==> config.mk <==
export PLATFORM = sky130hd
export DESIGN_NAME = pie_expander
export DESIGN_NICKNAME = d
export VERILOG_FILES = /design/src/pie_pkg.sv /design/src/pie_expander.sv
export VERILOG_INCLUDE_DIRS = /design/src
export SDC_FILE = /design/constraint.sdc
export NUM_CORES = 1
export LEC_CHECK = 0
export BUFFER_PORTS_ARGS = -buffer_cell sky130_fd_sc_hd__buf_4
export CAP_MARGIN = 30
export CORE_UTILIZATION = 30
export CTS_CLUSTER_SIZE = 20
export DETAILED_ROUTE_END_ITERATION = 10
export HOLD_SLACK_MARGIN = 0.1
export PLACE_DENSITY = 0.53
export SLEW_MARGIN = 20
export SYNTH_ARGS = -nofsm -noshare
export SYNTH_HDL_FRONTEND = slang
export SYNTH_SLANG_ARGS = --single-unit
==> constraint.sdc <==
create_clock -name i_sys_clk -period 6.15 [get_ports i_sys_clk]
set_input_delay 0.3075 -clock i_sys_clk [delete_from_list [all_inputs] [get_ports i_sys_clk]]
set_output_delay 0.3075 -clock i_sys_clk [all_outputs]
set_load 0.05 [all_outputs]
==> src/pie_regs.svh <==
// Constants of the peripheral interrupt expander: vectors, flag bit positions, codes.
// Assumes a single 100 MHz clock domain and a CPU that acknowledges by source code.
// Overview of operation
// - Reset from pin or watchdog vectors to zero
// - Software NMI, priority three, unmasked, vector 0024h
// - Power fault: line one, bit 0.0, code 0020h
// - External pins: line one, bits 0.2/0.3
// - Converter done: line one, bit 0.1, code 0004h
// - Serial receive high mode: bit 0.5, 0006h
// - Serial transmit high mode: bit 0.6, 0007h
// - Serial receive low mode: line five, bit 1.8
// - Serial transmit low mode: line five, bit 1.9
// - Timer A period: line two, bit 0.12, 0027h
// - Timer A compare/underflow/overflow: bits 0.13-0.15
// - Timer B period: line three, bit 1.0, 002Bh
// - Timer B compare/underflow/overflow: bits 1.1-1.3
// - Each source routed to exactly one core line
// - Gated by source enable and core line mask
`ifndef PIE_REGS_SVH
`define PIE_REGS_SVH

`define PIE_VEC_RESET       16'h0000
`define PIE_VEC_NMI         16'h0024
`define PIE_VEC_LINE1       16'h0002
`define PIE_VEC_LINE2       16'h0004
`define PIE_VEC_LINE3       16'h0006
`define PIE_VEC_LINE5       16'h000A
`define PIE_NMI_PRIORITY    6'h03
`define PIE_CODE_NONE       16'h0000

// Flag bit positions: group 0 in bits 15:0, group 1 in bits 31:16
`define PIE_BIT_FAULT       0
`define PIE_BIT_CONV        1
`define PIE_BIT_EXTA        2
`define PIE_BIT_EXTB        3
`define PIE_BIT_RX_HI       5
`define PIE_BIT_TX_HI       6
`define PIE_BIT_TA_PER      12
`define PIE_BIT_TA_CMP      13
`define PIE_BIT_TA_UF       14
`define PIE_BIT_TA_OF       15
`define PIE_BIT_TB_PER      16
`define PIE_BIT_TB_CMP      17
`define PIE_BIT_TB_UF       18
`define PIE_BIT_TB_OF       19
`define PIE_BIT_RX_LO       24
`define PIE_BIT_TX_LO       25

`define PIE_CODE_FAULT      16'h0020
`define PIE_CODE_CONV       16'h0004
`define PIE_CODE_EXTA       16'h0001
`define PIE_CODE_EXTB       16'h0011
`define PIE_CODE_RX         16'h0006
`define PIE_CODE_TX         16'h0007
`define PIE_CODE_TA_PER     16'h0027
`define PIE_CODE_TA_CMP     16'h0028
`define PIE_CODE_TA_UF      16'h0029
`define PIE_CODE_TA_OF      16'h002A
`define PIE_CODE_TB_PER     16'h002B
`define PIE_CODE_TB_CMP     16'h002C
`define PIE_CODE_TB_UF      16'h002D
`define PIE_CODE_TB_OF      16'h002E

// Overall priority numbers; a smaller number is served first
`define PIE_PRIO_FAULT      6'h04
`define PIE_PRIO_CONV       6'h06
`define PIE_PRIO_EXTA       6'h07
`define PIE_PRIO_EXTB       6'h08
`define PIE_PRIO_RX_HI      6'h0A
`define PIE_PRIO_TX_HI      6'h0B
`define PIE_PRIO_TA_PER     6'h11
`define PIE_PRIO_TA_CMP     6'h12
`define PIE_PRIO_TA_UF      6'h13
`define PIE_PRIO_TA_OF      6'h14
`define PIE_PRIO_TB_PER     6'h1C
`define PIE_PRIO_TB_CMP     6'h1D
`define PIE_PRIO_TB_UF      6'h1E
`define PIE_PRIO_TB_OF      6'h1F
`define PIE_PRIO_RX_LO      6'h2B
`define PIE_PRIO_TX_LO      6'h2C
`define PIE_PRIO_NONE       6'h3F

`endif

==> src/pie_pkg.sv <==
// Types of the peripheral interrupt expander.
// Assumes pie_regs.svh supplies the numeric constants.
package pie_pkg;
  typedef struct packed {
    logic [31:0] pending;
    logic [2:0]  sync_a;
    logic [2:0]  sync_b;
    logic [2:0]  sync_f;
    logic        ext_a_q;
    logic        ext_b_q;
    logic        fault_q;
    logic [5:0]  line;
    logic [15:0] code;
    logic        code_valid;
    logic        nmi;
  } pie_state_t;
endpackage : pie_pkg

==> src/pie_expander.sv <==
// Peripheral interrupt expander: gathers source requests into core interrupt lines.
// Assumes internal sources are one-cycle pulses on i_sys_clk; pins are asynchronous.
`timescale 1ns/10ps
`include "pie_regs.svh"
module pie_expander (
  // Clock and reset
  input  wire logic        i_sys_clk,
  input  wire logic        i_rst_b,
  // Reset sources
  input  wire logic        i_reset_pin_b,
  input  wire logic        i_watchdog_timeout,
  // External pins (asynchronous)
  input  wire logic        i_power_stage_fault_request,
  input  wire logic        i_external_pin_request_a,
  input  wire logic        i_external_pin_request_b,
  // On-chip sources (pulses)
  input  wire logic        i_converter_done_request,
  input  wire logic        i_serial_receive_request,
  input  wire logic        i_serial_transmit_request,
  input  wire logic        i_timer_a_period_request,
  input  wire logic        i_timer_a_compare_request,
  input  wire logic        i_timer_a_underflow_request,
  input  wire logic        i_timer_a_overflow_request,
  input  wire logic        i_timer_b_period_request,
  input  wire logic        i_timer_b_compare_request,
  input  wire logic        i_timer_b_underflow_request,
  input  wire logic        i_timer_b_overflow_request,
  input  wire logic        i_software_nmi,
  // Configuration and acknowledge
  input  wire logic [31:0] i_source_enable,
  input  wire logic [5:0]  i_core_line_mask,
  input  wire logic        i_serial_low_priority,
  input  wire logic [2:0]  i_ack_line,
  input  wire logic        i_ack_valid,
  // Core side
  output logic             o_reset_vector_line,
  output logic [5:0]       o_core_lines,
  output logic             o_nmi,
  output logic [15:0]      o_source_vector_code,
  output logic             o_code_valid,
  output logic [31:0]      o_group_pending_flags,
  output logic [31:0]      o_group_acknowledge_flags
);

  pie_pkg::pie_state_t state_reg;
  pie_pkg::pie_state_t state_next;
  logic [31:0]         set_vec;
  logic [31:0]         ack_vec;
  logic [31:0]         eligible;
  logic [5:0]          best_prio;

  // Code of a flag position; same table feeds vector and acknowledge decode
  function automatic logic [15:0] pie_code(input logic [4:0] pos);
    case (pos)
      5'h00:   pie_code = `PIE_CODE_FAULT;
      5'h01:   pie_code = `PIE_CODE_CONV;
      5'h02:   pie_code = `PIE_CODE_EXTA;
      5'h03:   pie_code = `PIE_CODE_EXTB;
      5'h05:   pie_code = `PIE_CODE_RX;
      5'h06:   pie_code = `PIE_CODE_TX;
      5'h0C:   pie_code = `PIE_CODE_TA_PER;
      5'h0D:   pie_code = `PIE_CODE_TA_CMP;
      5'h0E:   pie_code = `PIE_CODE_TA_UF;
      5'h0F:   pie_code = `PIE_CODE_TA_OF;
      5'h10:   pie_code = `PIE_CODE_TB_PER;
      5'h11:   pie_code = `PIE_CODE_TB_CMP;
      5'h12:   pie_code = `PIE_CODE_TB_UF;
      5'h13:   pie_code = `PIE_CODE_TB_OF;
      5'h18:   pie_code = `PIE_CODE_RX;
      5'h19:   pie_code = `PIE_CODE_TX;
      default: pie_code = `PIE_CODE_NONE;
    endcase
  endfunction : pie_code

  // Core line index (0..5) of a flag position; each bit has exactly one line
  function automatic logic [2:0] pie_line(input logic [4:0] pos);
    if (pos < 5'h0C) begin
      pie_line = 3'h0;
    end else if (pos < 5'h10) begin
      pie_line = 3'h1;
    end else if (pos < 5'h18) begin
      pie_line = 3'h2;
    end else begin
      pie_line = 3'h4;
    end
  endfunction : pie_line

  // Overall priority number of a flag position; unused positions never win
  function automatic logic [5:0] pie_priority(input logic [4:0] pos);
    case (pos)
      5'h00:   pie_priority = `PIE_PRIO_FAULT;
      5'h01:   pie_priority = `PIE_PRIO_CONV;
      5'h02:   pie_priority = `PIE_PRIO_EXTA;
      5'h03:   pie_priority = `PIE_PRIO_EXTB;
      5'h05:   pie_priority = `PIE_PRIO_RX_HI;
      5'h06:   pie_priority = `PIE_PRIO_TX_HI;
      5'h0C:   pie_priority = `PIE_PRIO_TA_PER;
      5'h0D:   pie_priority = `PIE_PRIO_TA_CMP;
      5'h0E:   pie_priority = `PIE_PRIO_TA_UF;
      5'h0F:   pie_priority = `PIE_PRIO_TA_OF;
      5'h10:   pie_priority = `PIE_PRIO_TB_PER;
      5'h11:   pie_priority = `PIE_PRIO_TB_CMP;
      5'h12:   pie_priority = `PIE_PRIO_TB_UF;
      5'h13:   pie_priority = `PIE_PRIO_TB_OF;
      5'h18:   pie_priority = `PIE_PRIO_RX_LO;
      5'h19:   pie_priority = `PIE_PRIO_TX_LO;
      default: pie_priority = `PIE_PRIO_NONE;
    endcase
  endfunction : pie_priority

  always_comb begin
    state_next = state_reg;
    set_vec    = 32'h0000_0000;
    ack_vec    = 32'h0000_0000;
    eligible   = 32'h0000_0000;
    best_prio  = `PIE_PRIO_NONE;

    // Three-stage pin synchronisers; edge counts once stages two and three agree
    state_next.sync_a = {state_reg.sync_a[1:0], i_external_pin_request_a};
    state_next.sync_b = {state_reg.sync_b[1:0], i_external_pin_request_b};
    state_next.sync_f = {state_reg.sync_f[1:0], i_power_stage_fault_request};
    if (state_reg.sync_a[2] == state_reg.sync_a[1]) begin
      state_next.ext_a_q = state_reg.sync_a[2];
    end
    if (state_reg.sync_b[2] == state_reg.sync_b[1]) begin
      state_next.ext_b_q = state_reg.sync_b[2];
    end
    if (state_reg.sync_f[2] == state_reg.sync_f[1]) begin
      state_next.fault_q = state_reg.sync_f[2];
    end

    // Rising edges of the settled pins request service
    set_vec[`PIE_BIT_FAULT] = state_next.fault_q & ~state_reg.fault_q;
    set_vec[`PIE_BIT_EXTA]  = state_next.ext_a_q & ~state_reg.ext_a_q;
    set_vec[`PIE_BIT_EXTB]  = state_next.ext_b_q & ~state_reg.ext_b_q;
    set_vec[`PIE_BIT_CONV]  = i_converter_done_request;
    // Serial mode steers the request to one of two flag bits
    set_vec[`PIE_BIT_RX_HI] = i_serial_receive_request & ~i_serial_low_priority;
    set_vec[`PIE_BIT_TX_HI] = i_serial_transmit_request & ~i_serial_low_priority;
    set_vec[`PIE_BIT_RX_LO] = i_serial_receive_request & i_serial_low_priority;
    set_vec[`PIE_BIT_TX_LO] = i_serial_transmit_request & i_serial_low_priority;
    set_vec[`PIE_BIT_TA_PER] = i_timer_a_period_request;
    set_vec[`PIE_BIT_TA_CMP] = i_timer_a_compare_request;
    set_vec[`PIE_BIT_TA_UF]  = i_timer_a_underflow_request;
    set_vec[`PIE_BIT_TA_OF]  = i_timer_a_overflow_request;
    set_vec[`PIE_BIT_TB_PER] = i_timer_b_period_request;
    set_vec[`PIE_BIT_TB_CMP] = i_timer_b_compare_request;
    set_vec[`PIE_BIT_TB_UF]  = i_timer_b_underflow_request;
    set_vec[`PIE_BIT_TB_OF]  = i_timer_b_overflow_request;
    // A disabled source never latches
    set_vec = set_vec & i_source_enable;

    // Acknowledge clears the bit whose code is presented on that line
    state_next.code       = `PIE_CODE_NONE;
    state_next.code_valid = 1'b0;
    for (int i = 0; i < 32; i++) begin
      if (state_reg.pending[i] && i_ack_valid && (pie_line(5'(i)) == i_ack_line)
          && (pie_code(5'(i)) == state_reg.code) && state_reg.code_valid) begin
        ack_vec[i] = 1'b1;
      end
    end
    // Set wins over clear so a coincident event is not lost
    state_next.pending = (state_reg.pending & ~ack_vec) | set_vec;

    // Line outputs gated by the core mask
    state_next.line = 6'h00;
    for (int i = 0; i < 32; i++) begin
      eligible[i] = state_next.pending[i] & i_core_line_mask[pie_line(5'(i))];
      if (eligible[i]) begin
        state_next.line[pie_line(5'(i))] = 1'b1;
      end
    end

    // Smallest overall priority number among masked-in flags presents its code;
    // picked by number, not by bit order, so a remapped table stays correct
    for (int i = 0; i < 32; i++) begin
      if (eligible[i] && (pie_priority(5'(i)) < best_prio)) begin
        best_prio             = pie_priority(5'(i));
        state_next.code       = pie_code(5'(i));
        state_next.code_valid = 1'b1;
      end
    end

    // NMI ignores every mask
    state_next.nmi = i_software_nmi;
  end

  always_ff @(posedge i_sys_clk or negedge i_rst_b) begin
    if (!i_rst_b) begin
      state_reg <= '0;
    end else begin
      state_reg <= state_next;
    end
  end

  // Reset from pin or watchdog outranks everything and points at address zero
  assign o_reset_vector_line       = ~i_rst_b | ~i_reset_pin_b | i_watchdog_timeout;
  assign o_core_lines              = state_reg.line;
  assign o_nmi                     = state_reg.nmi;
  assign o_source_vector_code      = state_reg.code;
  assign o_code_valid              = state_reg.code_valid;
  assign o_group_pending_flags     = state_reg.pending;
  assign o_group_acknowledge_flags = state_reg.pending & i_source_enable;

endmodule : pie_expander

# Word level (Yosys, flattened, before mapping)
# Index checks and enable logic that the tools add are counted.
totals:
  elab_cells: 628
  reg_bits: 68
classes:
  bitwise: 83
  muxes: 226
  eq_ne: 20
  magnitude_cmp: 95
  n_reduce_logical: 193
op_table:
  columns: ["operator", "n"]
  rows:
  - ["2-to-1 mux 17 bit", 31]
  - ["2-to-1 mux 6 bit", 63]
  - ["logical AND 1 bit", 191]
  - ["bitwise OR 6 bit", 31]
  - ["equality test 6 x 16 -> 1 bit, first input constant", 9]
  - ["< comparator 3 x 4 -> 1 bit, second input constant", 32]
  - ["< comparator 6 bit, first input constant", 18]
  - ["demux 1 bit (select 3 bit)", 32]
  - ["greater-or-equal comparator 3 x 1 -> 1 bit, second input constant", 32]
  - ["2-to-1 mux 3 bit", 32]
  - ["2-to-1 mux 1 bit", 67]
  - ["bitwise AND 32 bit", 2]
  - ["equality test 3 x 16 -> 1 bit, first input constant", 3]
  - ["< comparator 5 x 6 -> 1 bit, first input constant", 8]
  - ["bitwise AND 1 bit", 39]
  - ["bitwise AND 26 x 32 -> 32 bit", 1]
  - ["NOT 32 bit", 1]
  - ["bitwise OR 32 bit", 1]
  - ["< comparator 4 x 6 -> 1 bit, first input constant", 3]
  - ["equality test 1 x 16 -> 1 bit, first input constant", 1]
  - ["equality test 5 x 16 -> 1 bit, first input constant", 1]
  - ["logical NOT 16 bit", 1]
  - ["< comparator 3 x 6 -> 1 bit, first input constant", 2]
  - ["2-to-1 mux 7 bit", 1]
  - ["other kinds (7)", 15]

# Depth between registers and ports, before layout
# Gate-level depths: netlist (run 1).
depth:
  ltp_word: 103
  ltp_mapped: 8
  mapped_depth_nobuf: 7

# Least setup slack after synthesis (run 1)
# No wires, ideal clock.
synth_timing:
  kind: "flip-flop to flip-flop"
  from: "register state_reg (netlist bit o_code_valid)"
  to: "register state_reg (netlist bit o_source_vector_code[2])"
  path_buffers: 0
  period_less_slack_ns: 2.509
  setup_time_ns: 0.087
  path_stages_with_launch: 7
  arrival_ns: 2.423
  slack_ns: 3.641
  cell_sequence: "dfrtp_1 nand3b_1 o41a_1 or2_1 o41ai_2 o2111ai_1 o211ai_1"
synth_lines:
  columns: ["item", "line_no", "source"]
  rows:
  - ["start, declared", "pie_expander.sv:45", "pie_pkg::pie_state_t state_reg;"]
  - ["start signal, assigned", "pie_expander.sv:192", "state_reg <= state_next;"]

==> metrics, run 1 <==
outcome complete, no violations; initial antenna violation count 0; Layout area overhead 31.0%; Port Buf Inserts about 140; Post-CTS Setup Inserts 0; routed wire length per instance approximately 15 um; CTS tree yes; Slew HR 50.6%; fillers between 900 and 1000; hold depth 2; Core Area 0.00986 mm^2; asr flop ratio synth between 90% and 100%; R2R cell count 6; max reg flops 32; post-synthesis instance area between 0.003 and 0.004 mm^2; fin cells 535; vias in the first global route 2285; Post-synth EDFFs 0; remaining global-route overflow 0; GRT Util Overall between 10 and 15%; Initial Utilization a little under a third; Area after DPL ~0.0039 mm^2; crit path to o_source_vector_code[5]; RSZ-0062 raised after global routing false; Register Area between 0.001 and 0.0015 mm^2; DRC 0; die width around 100 um; CTS clock-pin slew for the worst setup and hold paths 0.12 ns; Critical Path RT between 6 and 7 ns; worst setup margin 3.45 ns; Max Cap Viol 0; Primary FF master, synth dfrtp_1; Num CTS Buffers 5; reg2reg end o_source_vector_code[5]; VDD IR max about 110 uV; Initial DRT Pass Iterations 4; Clk pwr share 27.1%; # IOs around 150; actual slew at the worst max-slew pin about 0.74 ns; die area about 0.011 mm^2; Final Net Count around 460; skew final approximately 0.014 ns; switching share of power a little over a third; clock latency on the worst-skew pair roughly 0.33 ns; R2R setup slack 3.45 ns; gpl congestion between 0.8 and 0.9; WP data arrival 2.94 ns; Initial DRC Count 93; Avg Inst Size Synth 10.3 um^2; H-tree levels 2; Net Sw Power around 300 uW; Seq pwr share a little under half; Slowest-stage cell, CP o41ai_2; hold slack final ~0.21 ns; leading area contributor after synthesis dfrtp_1; Final ANT Viol Nets 0; largest net degree at the start of global routing 58; crit path from o_source_vector_code[4]; ANT cells 0; placed insts about 520; unique cell type count in the Yosys netlist between 50 and 60; Internal Power approximately 540 uW; Final Cell Area 0.00404 mm^2; Final Util between 40% and 50%; via count of the routed design ~2500; Setup Crit Path Kind reg2reg; fin crit share a little over two fifths; layout cells sized above 1 between 30% and 40%; Max Fclk 371 MHz; Worst path most repeated cell o2111ai_1; total power between 800 and 900 uW; crit path capture type flop; critical path launch point type flop; drt via density 4.66; Place WS 3.45 ns; max-slew violations 0; synth top area cells dfrtp_1 45%, buf_4 13%, and2_1 10%; post-synth top area share roughly 45%; sequential-to-total area share from yosys stat between 40% and 50%; clk root buf clkbuf_8; Core Rows 36; die height approximately 100 um; hold buffers post-CTS 5; global-route wire length before repair between 10000 and 15000 um; Yosys warning total 0; FF+latch count, synth 56; r2r startpoint o_source_vector_code[4]; hpwl dp just over 6000 um; crit path time final 2.70 ns; Pleak approximately 1.9 nW; Resized Gates After CTS 0; Syn Inst Count about 300; Slowest Stage Delay on Critical Path roughly 0.54 ns; Worst Path Max Fanout 9; Clock Path Buffers 2; Hold Path Class in2reg; Logic pwr share between 20% and 30%; Power Dens Cells a little over 200 mW/mm^2; final WL between 7000 and 8000 um; most common cell in the netlist dfrtp_1; Setup violations, final 0; Clock Sink Count 56; multi-input logic area 0.00128 mm^2; worst-path cell chain nand3b_1 > o41a_1 > or2_1 > o41ai_2 > o2111ai_1 > o2111ai_1; final hold violations 0; Setup TNS 0 ns; Commonest cells post-synth 56 x dfrtp_1, 54 x buf_4, 51 x and2_1
## cells by family after synthesis
logic type,count (synthesis),share of synthesized area [%]
AOI/OAI and AO/OA,51,14.2
buffers and inverters,64,14.5
and+or+nand+nor,124,24.8
DFF,56,45.4
other,1,0.121
adders and majority gates,3,0.972
## worst min-delay path by stage
| stage | slack [ns] | start | end |
|---|---|---|---|
| floorplan | 0.01 | i_rst_b | o_code_valid |
| global placement | 0.33 | state_next[28] | state_next[29] |
| detailed placement | 0.33 | state_next[31] | state_next[32] |
| CTS | 0.21 | i_core_line_mask[0] | o_core_lines[0] |
| global route | 0.21 | i_core_line_mask[0] | o_core_lines[0] |
| finish | 0.21 | i_core_line_mask[0] | o_core_lines[0] |
## worst max-delay path, delay by kind of cell (launching register included)
family	cells	cell delay, ns
compound gates	4	1.49
simple gates	2	0.68
flops	1	0.43
## layout by cell type, fill, tap and decap left out, types with 3 or more instances in the layout
master / n
buf_4: 136
dfrtp_1: 56
and2_1: 51
nand2_1: 24
conb_1: 12
o31ai_1: 7
nand3b_1: 6
inv_1: 6
a21oi_1: 6
nor2_1: 5
clkbuf_8: 5
dlygate4sd3_1: 5
nand2b_1: 4
o41ai_1: 4
nand4b_1: 4
nor3b_1: 3
nor3_1: 3
o21ai_0: 3
a21o_1: 3
o211ai_1: 3
nand3_1: 3
maj3_1: 3
nor4_1: 3
## routing by layer
layer  vias to the layer above  routed length (um)  share of wire [%]  global-route usage, %
li1                       1208                   -                  -                      -
met1                      1167                3610                 46                   19.9
met2                       112                3630                 47                   23.7
met3                         8                 468                6.0                   3.36
met4                         0                  85                1.1                   3.36
met5                         -                   0                  0                      0
## power by group through the flow
stage	Clock, mW	Combinational, mW	Sequential (mW)
after floorplan	0	0.149	0.399
after global placement	0	0.211	0.405
after detailed placement	0	0.213	0.405
after CTS	0.233	0.216	0.398
after global routing	0.246	0.229	0.401
final	0.227	0.214	0.398
## layout make-up
class / count / share of cell area [%]
Clock buffer: 5 / 1.70
Clock inverter: 3 / 0.712
Timing Repair Buffer: 141 / 26.5
Inverter: 7 / 0.650
Multi-Input combinational cell: 190 / 31.7
Tap cell: 133 / 4.12
Sequential cell: 56 / 34.7
(Power assumes the default switching activity.)
==> inputs of run 2 (changes only) <==
==> constraint.sdc (replaced) <==
create_clock -name i_sys_clk -period 2.53 [get_ports i_sys_clk]
set_input_delay 0.1265 -clock i_sys_clk [delete_from_list [all_inputs] [get_ports i_sys_clk]]
set_output_delay 0.1265 -clock i_sys_clk [all_outputs]
set_load 0.05 [all_outputs]
==> metrics, run 2 (synthesized netlist as in run 1, its figures left out) <==
outcome complete, no violations; die width 103 um (unchanged); crit path capture type flop; Setup Crit Path Kind reg2reg; Initial Utilization 31.3% (unchanged); routed wire length per instance 14.4 um (-1.2%); Clk pwr share 25.2% (-1.9 points); Num CTS Buffers 5 (unchanged); commonest non-fill, non-tap cell in the layout buf_4; Layout area overhead 41.1%; WP buf/inv 0 (unchanged); fin cells 566 (+5.8%); ANT cells 0 (unchanged); remaining global-route overflow 0 (unchanged); largest net degree at the start of global routing 32 (-45%); clock latency on the worst-skew pair 0.32 ns (about the same); Net Sw Power 727 uW (+140%); Register Area 0.00140 mm^2 (about the same); Core Area 0.00986 mm^2 (unchanged); initial antenna violation count 0 (unchanged); max reg flops 32 (unchanged); final WL 8150 um (+4.6%); Max Cap Viol 0 (unchanged); CP top delay family simple AND/OR/NAND/NOR gates; layout cells sized above 1 43.2% (+5.6 points); Logic pwr share 28.4% (+2.9 points); DRC 0 (unchanged); via count of the routed design 2616 (+4.8%); Area after DPL 0.00407 mm^2 (+4.4%); Power Dens Cells 478 mW/mm^2 (+130%); GRT Util Overall 15.3% (+0.62 points); fillers 960 (-3.1%); crit path time final 2.44 ns (-0.257 ns); worst-path cell chain or4b_1 > o31ai_2 > a41oi_2 > nor4_4 > o2111ai_2 > o2111ai_1; Pleak 2.03 nW (+8.4%); Hold Path Class in2reg; Slowest Stage Delay on Critical Path 0.61 ns (+0.07 ns); H-tree levels 2 (unchanged); Worst Path Max Fanout 8 (-1); drt via density 4.62 (-0.89%); final hold violations 0 (unchanged); fin crit share 96.4% (+53 points); Initial DRC Count 92 (-1.1%); die height 103 um (unchanged); gpl congestion 0.846 (+0.26%); CTS clock-pin slew for the worst setup and hold paths 0.12 ns (about the same); VDD IR max 229 uV (+110%); Final Cell Area 0.00436 mm^2 (+7.7%); Final Net Count 494 (+6.7%); global-route wire length before repair 12300 um (+5.7%); max-slew violations 0 (unchanged); Core Rows 36 (unchanged); Internal Power 1.36 mW (+150%); Port Buf Inserts 136 (unchanged); hpwl dp 6450 um (+5.9%); Critical Path RT 2.76 ns (-3.64 ns); Clock Sink Count 56 (unchanged); total power 2.08 mW (+150%); commonest cells after routing, fill and taps aside 161 x buf_4, 55 x dfrtp_1, 51 x and2_1, 24 x nand2_1, 12 x conb_1; Max Fclk 410 MHz (+11%); Seq pwr share 46.4% (-1.0 points); clk root buf clkbuf_8; skew final 0.0153 ns (+0.000816 ns); Setup violations, final 0 (unchanged); Clock Path Buffers 2 (unchanged); # IOs 151 (unchanged); die area 0.0107 mm^2 (unchanged); Final Util 44.2% (+3.2 points); critical path launch point type flop; vias in the first global route 2401 (+5.1%); placed insts 545 (+4.4%); switching share of power 34.9% (-0.66 points); CTS tree yes; multi-input logic area 0.00135 mm^2 (+5.2%); Initial DRT Pass Iterations 4 (unchanged); Slowest-stage cell, CP or4b_1; RSZ-0062 raised after global routing true; WP data arrival 2.67 ns (-0.27 ns); Final ANT Viol Nets 0 (unchanged)
run 2: cell count changes in the layout (fill, tap and decap cells not counted), moves of 2 or more:
cell,delta
buf_4,+25
clkinv_4,+2
dlygate4sd3_1,+6
o31ai_1,-3
o31ai_2,+2
o41ai_1,-2
o41ai_2,+2
run 2: final cells by class:
class                      count  share of cell area [%]
sequential                    56                    32.2
tap                          133                    3.82
multi-input combinational    190                    30.9
clock inverter                 3                   0.603
clock buffer                   5                    1.58
inverter                       7                   0.603
timing repair buffer         172                    30.3
run 2: final timing paths:
| check | slack, ns | depth (start not counted) | startpoint | end |
|---|---|---|---|---|
| worst max-delay path | 0.09 | 6 | o_source_vector_code[1] | o_source_vector_code[5] |
| min in group asynchronous | 0.28 | 2 | i_rst_b | o_group_pending_flags[11] |
| worst max register to register | 0.09 | 6 | o_source_vector_code[1] | o_source_vector_code[5] |
| max in group asynchronous | 1.52 | 3 | i_rst_b | o_core_lines[4] |
| worst min register to register | 0.36 | 0 | state_next[34] | state_next[35] |
| worst min-delay path | 0.13 | 3 | i_source_enable[25] | o_group_pending_flags[25] |
run 2: worst min-delay path: stages:
cell,delay [ns]
buf_4,0.08
a32oi_1,0.12
inv_1,0.07
run 2: repair_timing:
action                                 in CTS  in global routing
pin swaps                                   0                  4
setup endpoints to repair                   1                  7
cloned                                      0                  0
hold buffers                               11                  0
gates resized for setup                     1                 11
buffers inserted                            0                  2
endpoints found under the hold margin      37                  0
run 2: power groups by stage:
stage	Combinational (mW)	Clock, mW	Sequential, mW
3_3_place_gp	0.558	0	0.977
2_1_floorplan	0.361	0	0.969
3_5_place_dp	0.561	0	0.979
6_report	0.592	0.525	0.966
4_1_cts	0.579	0.538	0.963
5_1_grt	0.632	0.578	0.971
run 2: stage by stage:
stage | worst slack, ns | setup TNS, ns | hold slack (ns)
6_report | 0.0905 | 0 | 0.128
3_5_place_dp | 0.00506 | 0 | 0.104
3_3_place_gp | 0.0971 | 0 | 0.0965
5_1_grt | -0.0163 | -0.0279 | 0.145
4_1_cts | 0.0343 | 0 | 0.126
2_1_floorplan | 0.0207 | 0 | -0.169
run 2: layer usage:
layer,GRT usage (%),vias to the layer above,part of all wire (%)
met4,2.71,0,0.18
met2,24.9,101,49
li1,-,1274,-
met3,2.35,2,5.1
met5,0,-,0
met1,21.7,1239,46
==> inputs of run 3 (changes only) <==
--- a/config.mk
+++ b/config.mk
@@ -6,6 +6,7 @@
 export SDC_FILE = /design/constraint.sdc
 export NUM_CORES = 1
 export LEC_CHECK = 0
+export ABC_AREA = 1
 export BUFFER_PORTS_ARGS = -buffer_cell sky130_fd_sc_hd__buf_4
 export CAP_MARGIN = 30
 export CORE_UTILIZATION = 30
==> metrics, run 3 <==
initial antenna violation count 0 (unchanged); outcome complete, no violations; Power Dens Cells 743 mW/mm^2 (+55%); crit path capture type flop; crit path time final 2.23 ns (-0.205 ns); Avg Inst Size Synth 7.72 um^2 (-25%); gpl congestion 0.860 (+1.7%); Logic pwr share 49.4% (+21 points); fin crit share 88.3% (-8.1 points); RSZ-0062 raised after global routing false; DRC 0 (unchanged); FF+latch count, synth 56 (unchanged); Core Area 0.0103 mm^2 (+4.2%); Initial DRT Pass Iterations 4 (unchanged); critical path launch point type input pin; synth top area cells dfrtp_1 44%, buf_4 13%, nand2_1 12%; Setup violations, final 0 (unchanged); Max Cap Viol 0 (unchanged); hpwl dp 6130 um (-4.9%); Register Area 0.00140 mm^2 (about the same); commonest cells after routing, fill and taps aside 138 x buf_4, 101 x nand2_1, 69 x inv_1, 56 x dfrtp_1, 33 x nor2_1; Worst Path Max Fanout 7 (-1); asr flop ratio synth 100% (unchanged); Max Fclk 447 MHz (+9.2%); Internal Power 1.70 mW (+26%); actual slew at the worst max-slew pin about 0.51 ns; Initial DRC Count 96 (+4.3%); hold buffers post-CTS 27 (+16); Critical Path RT 2.80 ns (+0.04 ns); Final ANT Viol Nets 0 (unchanged); most common cell in the netlist nand2_1; Setup Crit Path Kind in2reg; layout cells sized above 1 32.7% (-11 points); commonest non-fill, non-tap cell in the layout buf_4; Yosys warning total 0 (unchanged); Post-CTS Setup Inserts 0 (unchanged); GRT Util Overall 14.3% (-0.93 points); Seq pwr share 35.3% (-11 points); Area after DPL 0.00400 mm^2 (-1.7%); multi-input logic area 0.00110 mm^2 (-19%); WP data arrival 2.50 ns (-0.17 ns); R2R setup slack 0.39 ns (+0.30 ns); Commonest cells post-synth 101 x nand2_1, 69 x inv_1, 56 x dfrtp_1; Post-synth EDFFs 0 (unchanged); CTS clock-pin slew for the worst setup and hold paths 0.11 ns (about the same); HP Start i_source_enable[6]; switching share of power 47.4% (+12 points); crit path from i_converter_done_request; Worst Hold End o_group_pending_flags[6]; sequential-to-total area share from yosys stat 44.4% (-1.0 points); die height 105 um (+1.1%); reg2reg end o_source_vector_code[2]; Initial Utilization 30.7% (-0.56 points); post-synthesis instance area 0.00316 mm^2 (+2.3%); post-synth top area share 44.4% (-1.0 points); Setup TNS 0 ns (unchanged); clk root buf clkbuf_8; Final Cell Area 0.00436 mm^2 (about the same); skew final 0.0145 ns (-0.000807 ns); via count of the routed design 2780 (+6.3%); ANT cells 0 (unchanged); CTS tree yes; die width 105 um (+1.1%); hold depth 3 (unchanged); vias in the first global route 2714 (+13%); r2r startpoint o_source_vector_code[1]; final WL 7580 um (-6.9%); # IOs 151 (unchanged); max reg flops 32 (unchanged); Pleak 2.39 nW (+17%); fillers 1031 (+7.4%); Final Net Count 600 (+21%); Hold Path Class in2reg; Num CTS Buffers 5 (unchanged); Clock Path Buffers 2 (unchanged); Port Buf Inserts 136 (unchanged); VDD IR max 452 uV (+97%); hold slack final 0.109 ns (-0.0197 ns); clock latency on the worst-skew pair 0.32 ns (about the same); die area 0.0109 mm^2 (+2.3%); routed wire length per instance 11.2 um (-22%); R2R cell count 15 (+9); Core Rows 37 (+2.8%); max-slew violations 0 (unchanged); Resized Gates After CTS 0 (-1); Syn Inst Count 409 (+37%); drt via density 4.12 (-11%); Clk pwr share 15.3% (-9.9 points); final hold violations 0 (unchanged); Net Sw Power 1.53 mW (+110%); Layout area overhead 37.9%; leading area contributor after synthesis dfrtp_1; H-tree levels 2 (unchanged); global-route wire length before repair 12500 um (+1.7%); unique cell type count in the Yosys netlist 32 (-41%); largest net degree at the start of global routing 41 (+28%); Primary FF master, synth dfrtp_1; Slew HR approximately 66%; Clock Sink Count 56 (unchanged); remaining global-route overflow 0 (unchanged)
run 3: cell count changes in the layout (fill, tap and decap cells not counted), sizes merged, moves of 16 or more:
cell | previous run | this run
nand2 | 24 | 108
inv | 8 | 80
and2 | 51 | 1
nor2 | 5 | 42
nand3 | 3 | 28
buf | 161 | 138
dlygate4sd3 | 11 | 27
run 3: layout make-up:
type | count | area share [%]
sequential | 56 | 32.2
multi-input combinational | 231 | 25.2
clock buffer | 6 | 1.67
timing repair buffer | 165 | 30.0
clock inverter | 2 | 0.316
inverter | 79 | 6.80
tap | 136 | 3.90
run 3: cells by family (layout without fill, tap and decap cells):
kind of cell,after synthesis,in the layout,synth area share [%]
buf+inv,133,252,22.2
flops,56,56,44.4
simple gates,197,197,28.8
compound gates,22,22,4.51
other cells,1,12,0.119
run 3: power by group through the flow:
stage | sequential, mW | combinational (mW) | clock (mW)
detailed placement | 1.17 | 1.58 | 0
global route | 1.17 | 1.69 | 0.554
floorplan | 1.14 | 1.30 | 0
global placement | 1.16 | 1.56 | 0
finish | 1.14 | 1.60 | 0.496
CTS | 1.15 | 1.61 | 0.524
run 3: worst max path at each step:
stage | slack [ns] | end
2_1_floorplan | 0.47 | o_code_valid
3_5_place_dp | 0.39 | o_source_vector_code[2]
6_report | 0.30 | o_source_vector_code[2]
3_3_place_gp | 0.46 | o_source_vector_code[1]
5_1_grt | 0.08 | o_source_vector_code[2]
4_1_cts | 0.29 | o_source_vector_code[2]
run 3: worst max-delay path: stages:
cell and delay, ns:
dlygate4sd3_1 0.55, buf_4 0.13, nand2_1 0.06, dlygate4sd3_1 0.56
nand2_1 0.08, nand2_2 0.10, nand2_4 0.08, nor2_8 0.16
nand2_1 0.08, nor2_2 0.09, nand3_2 0.12, nor3_4 0.20
o21ai_2 0.10, nand2_1 0.07
run 3: metal layers:
layer	wire [um]	GRT usage, %
met1	3310	17.0
met2	3720	25.7
met3	450	3.18
met4	91	4.23
met5	0	0
run 3: through the flow:
step                util, %  power [mW]  worst slack (ns)  std cells
finish                 42.4        3.24             0.295        675
global route           42.4        3.42            0.0838        675
CTS                    42.4        3.28             0.286        675
floorplan                 -        2.43             0.471        420
global placement       38.9        2.72             0.457        640
detailed placement     38.9        2.74             0.392        640
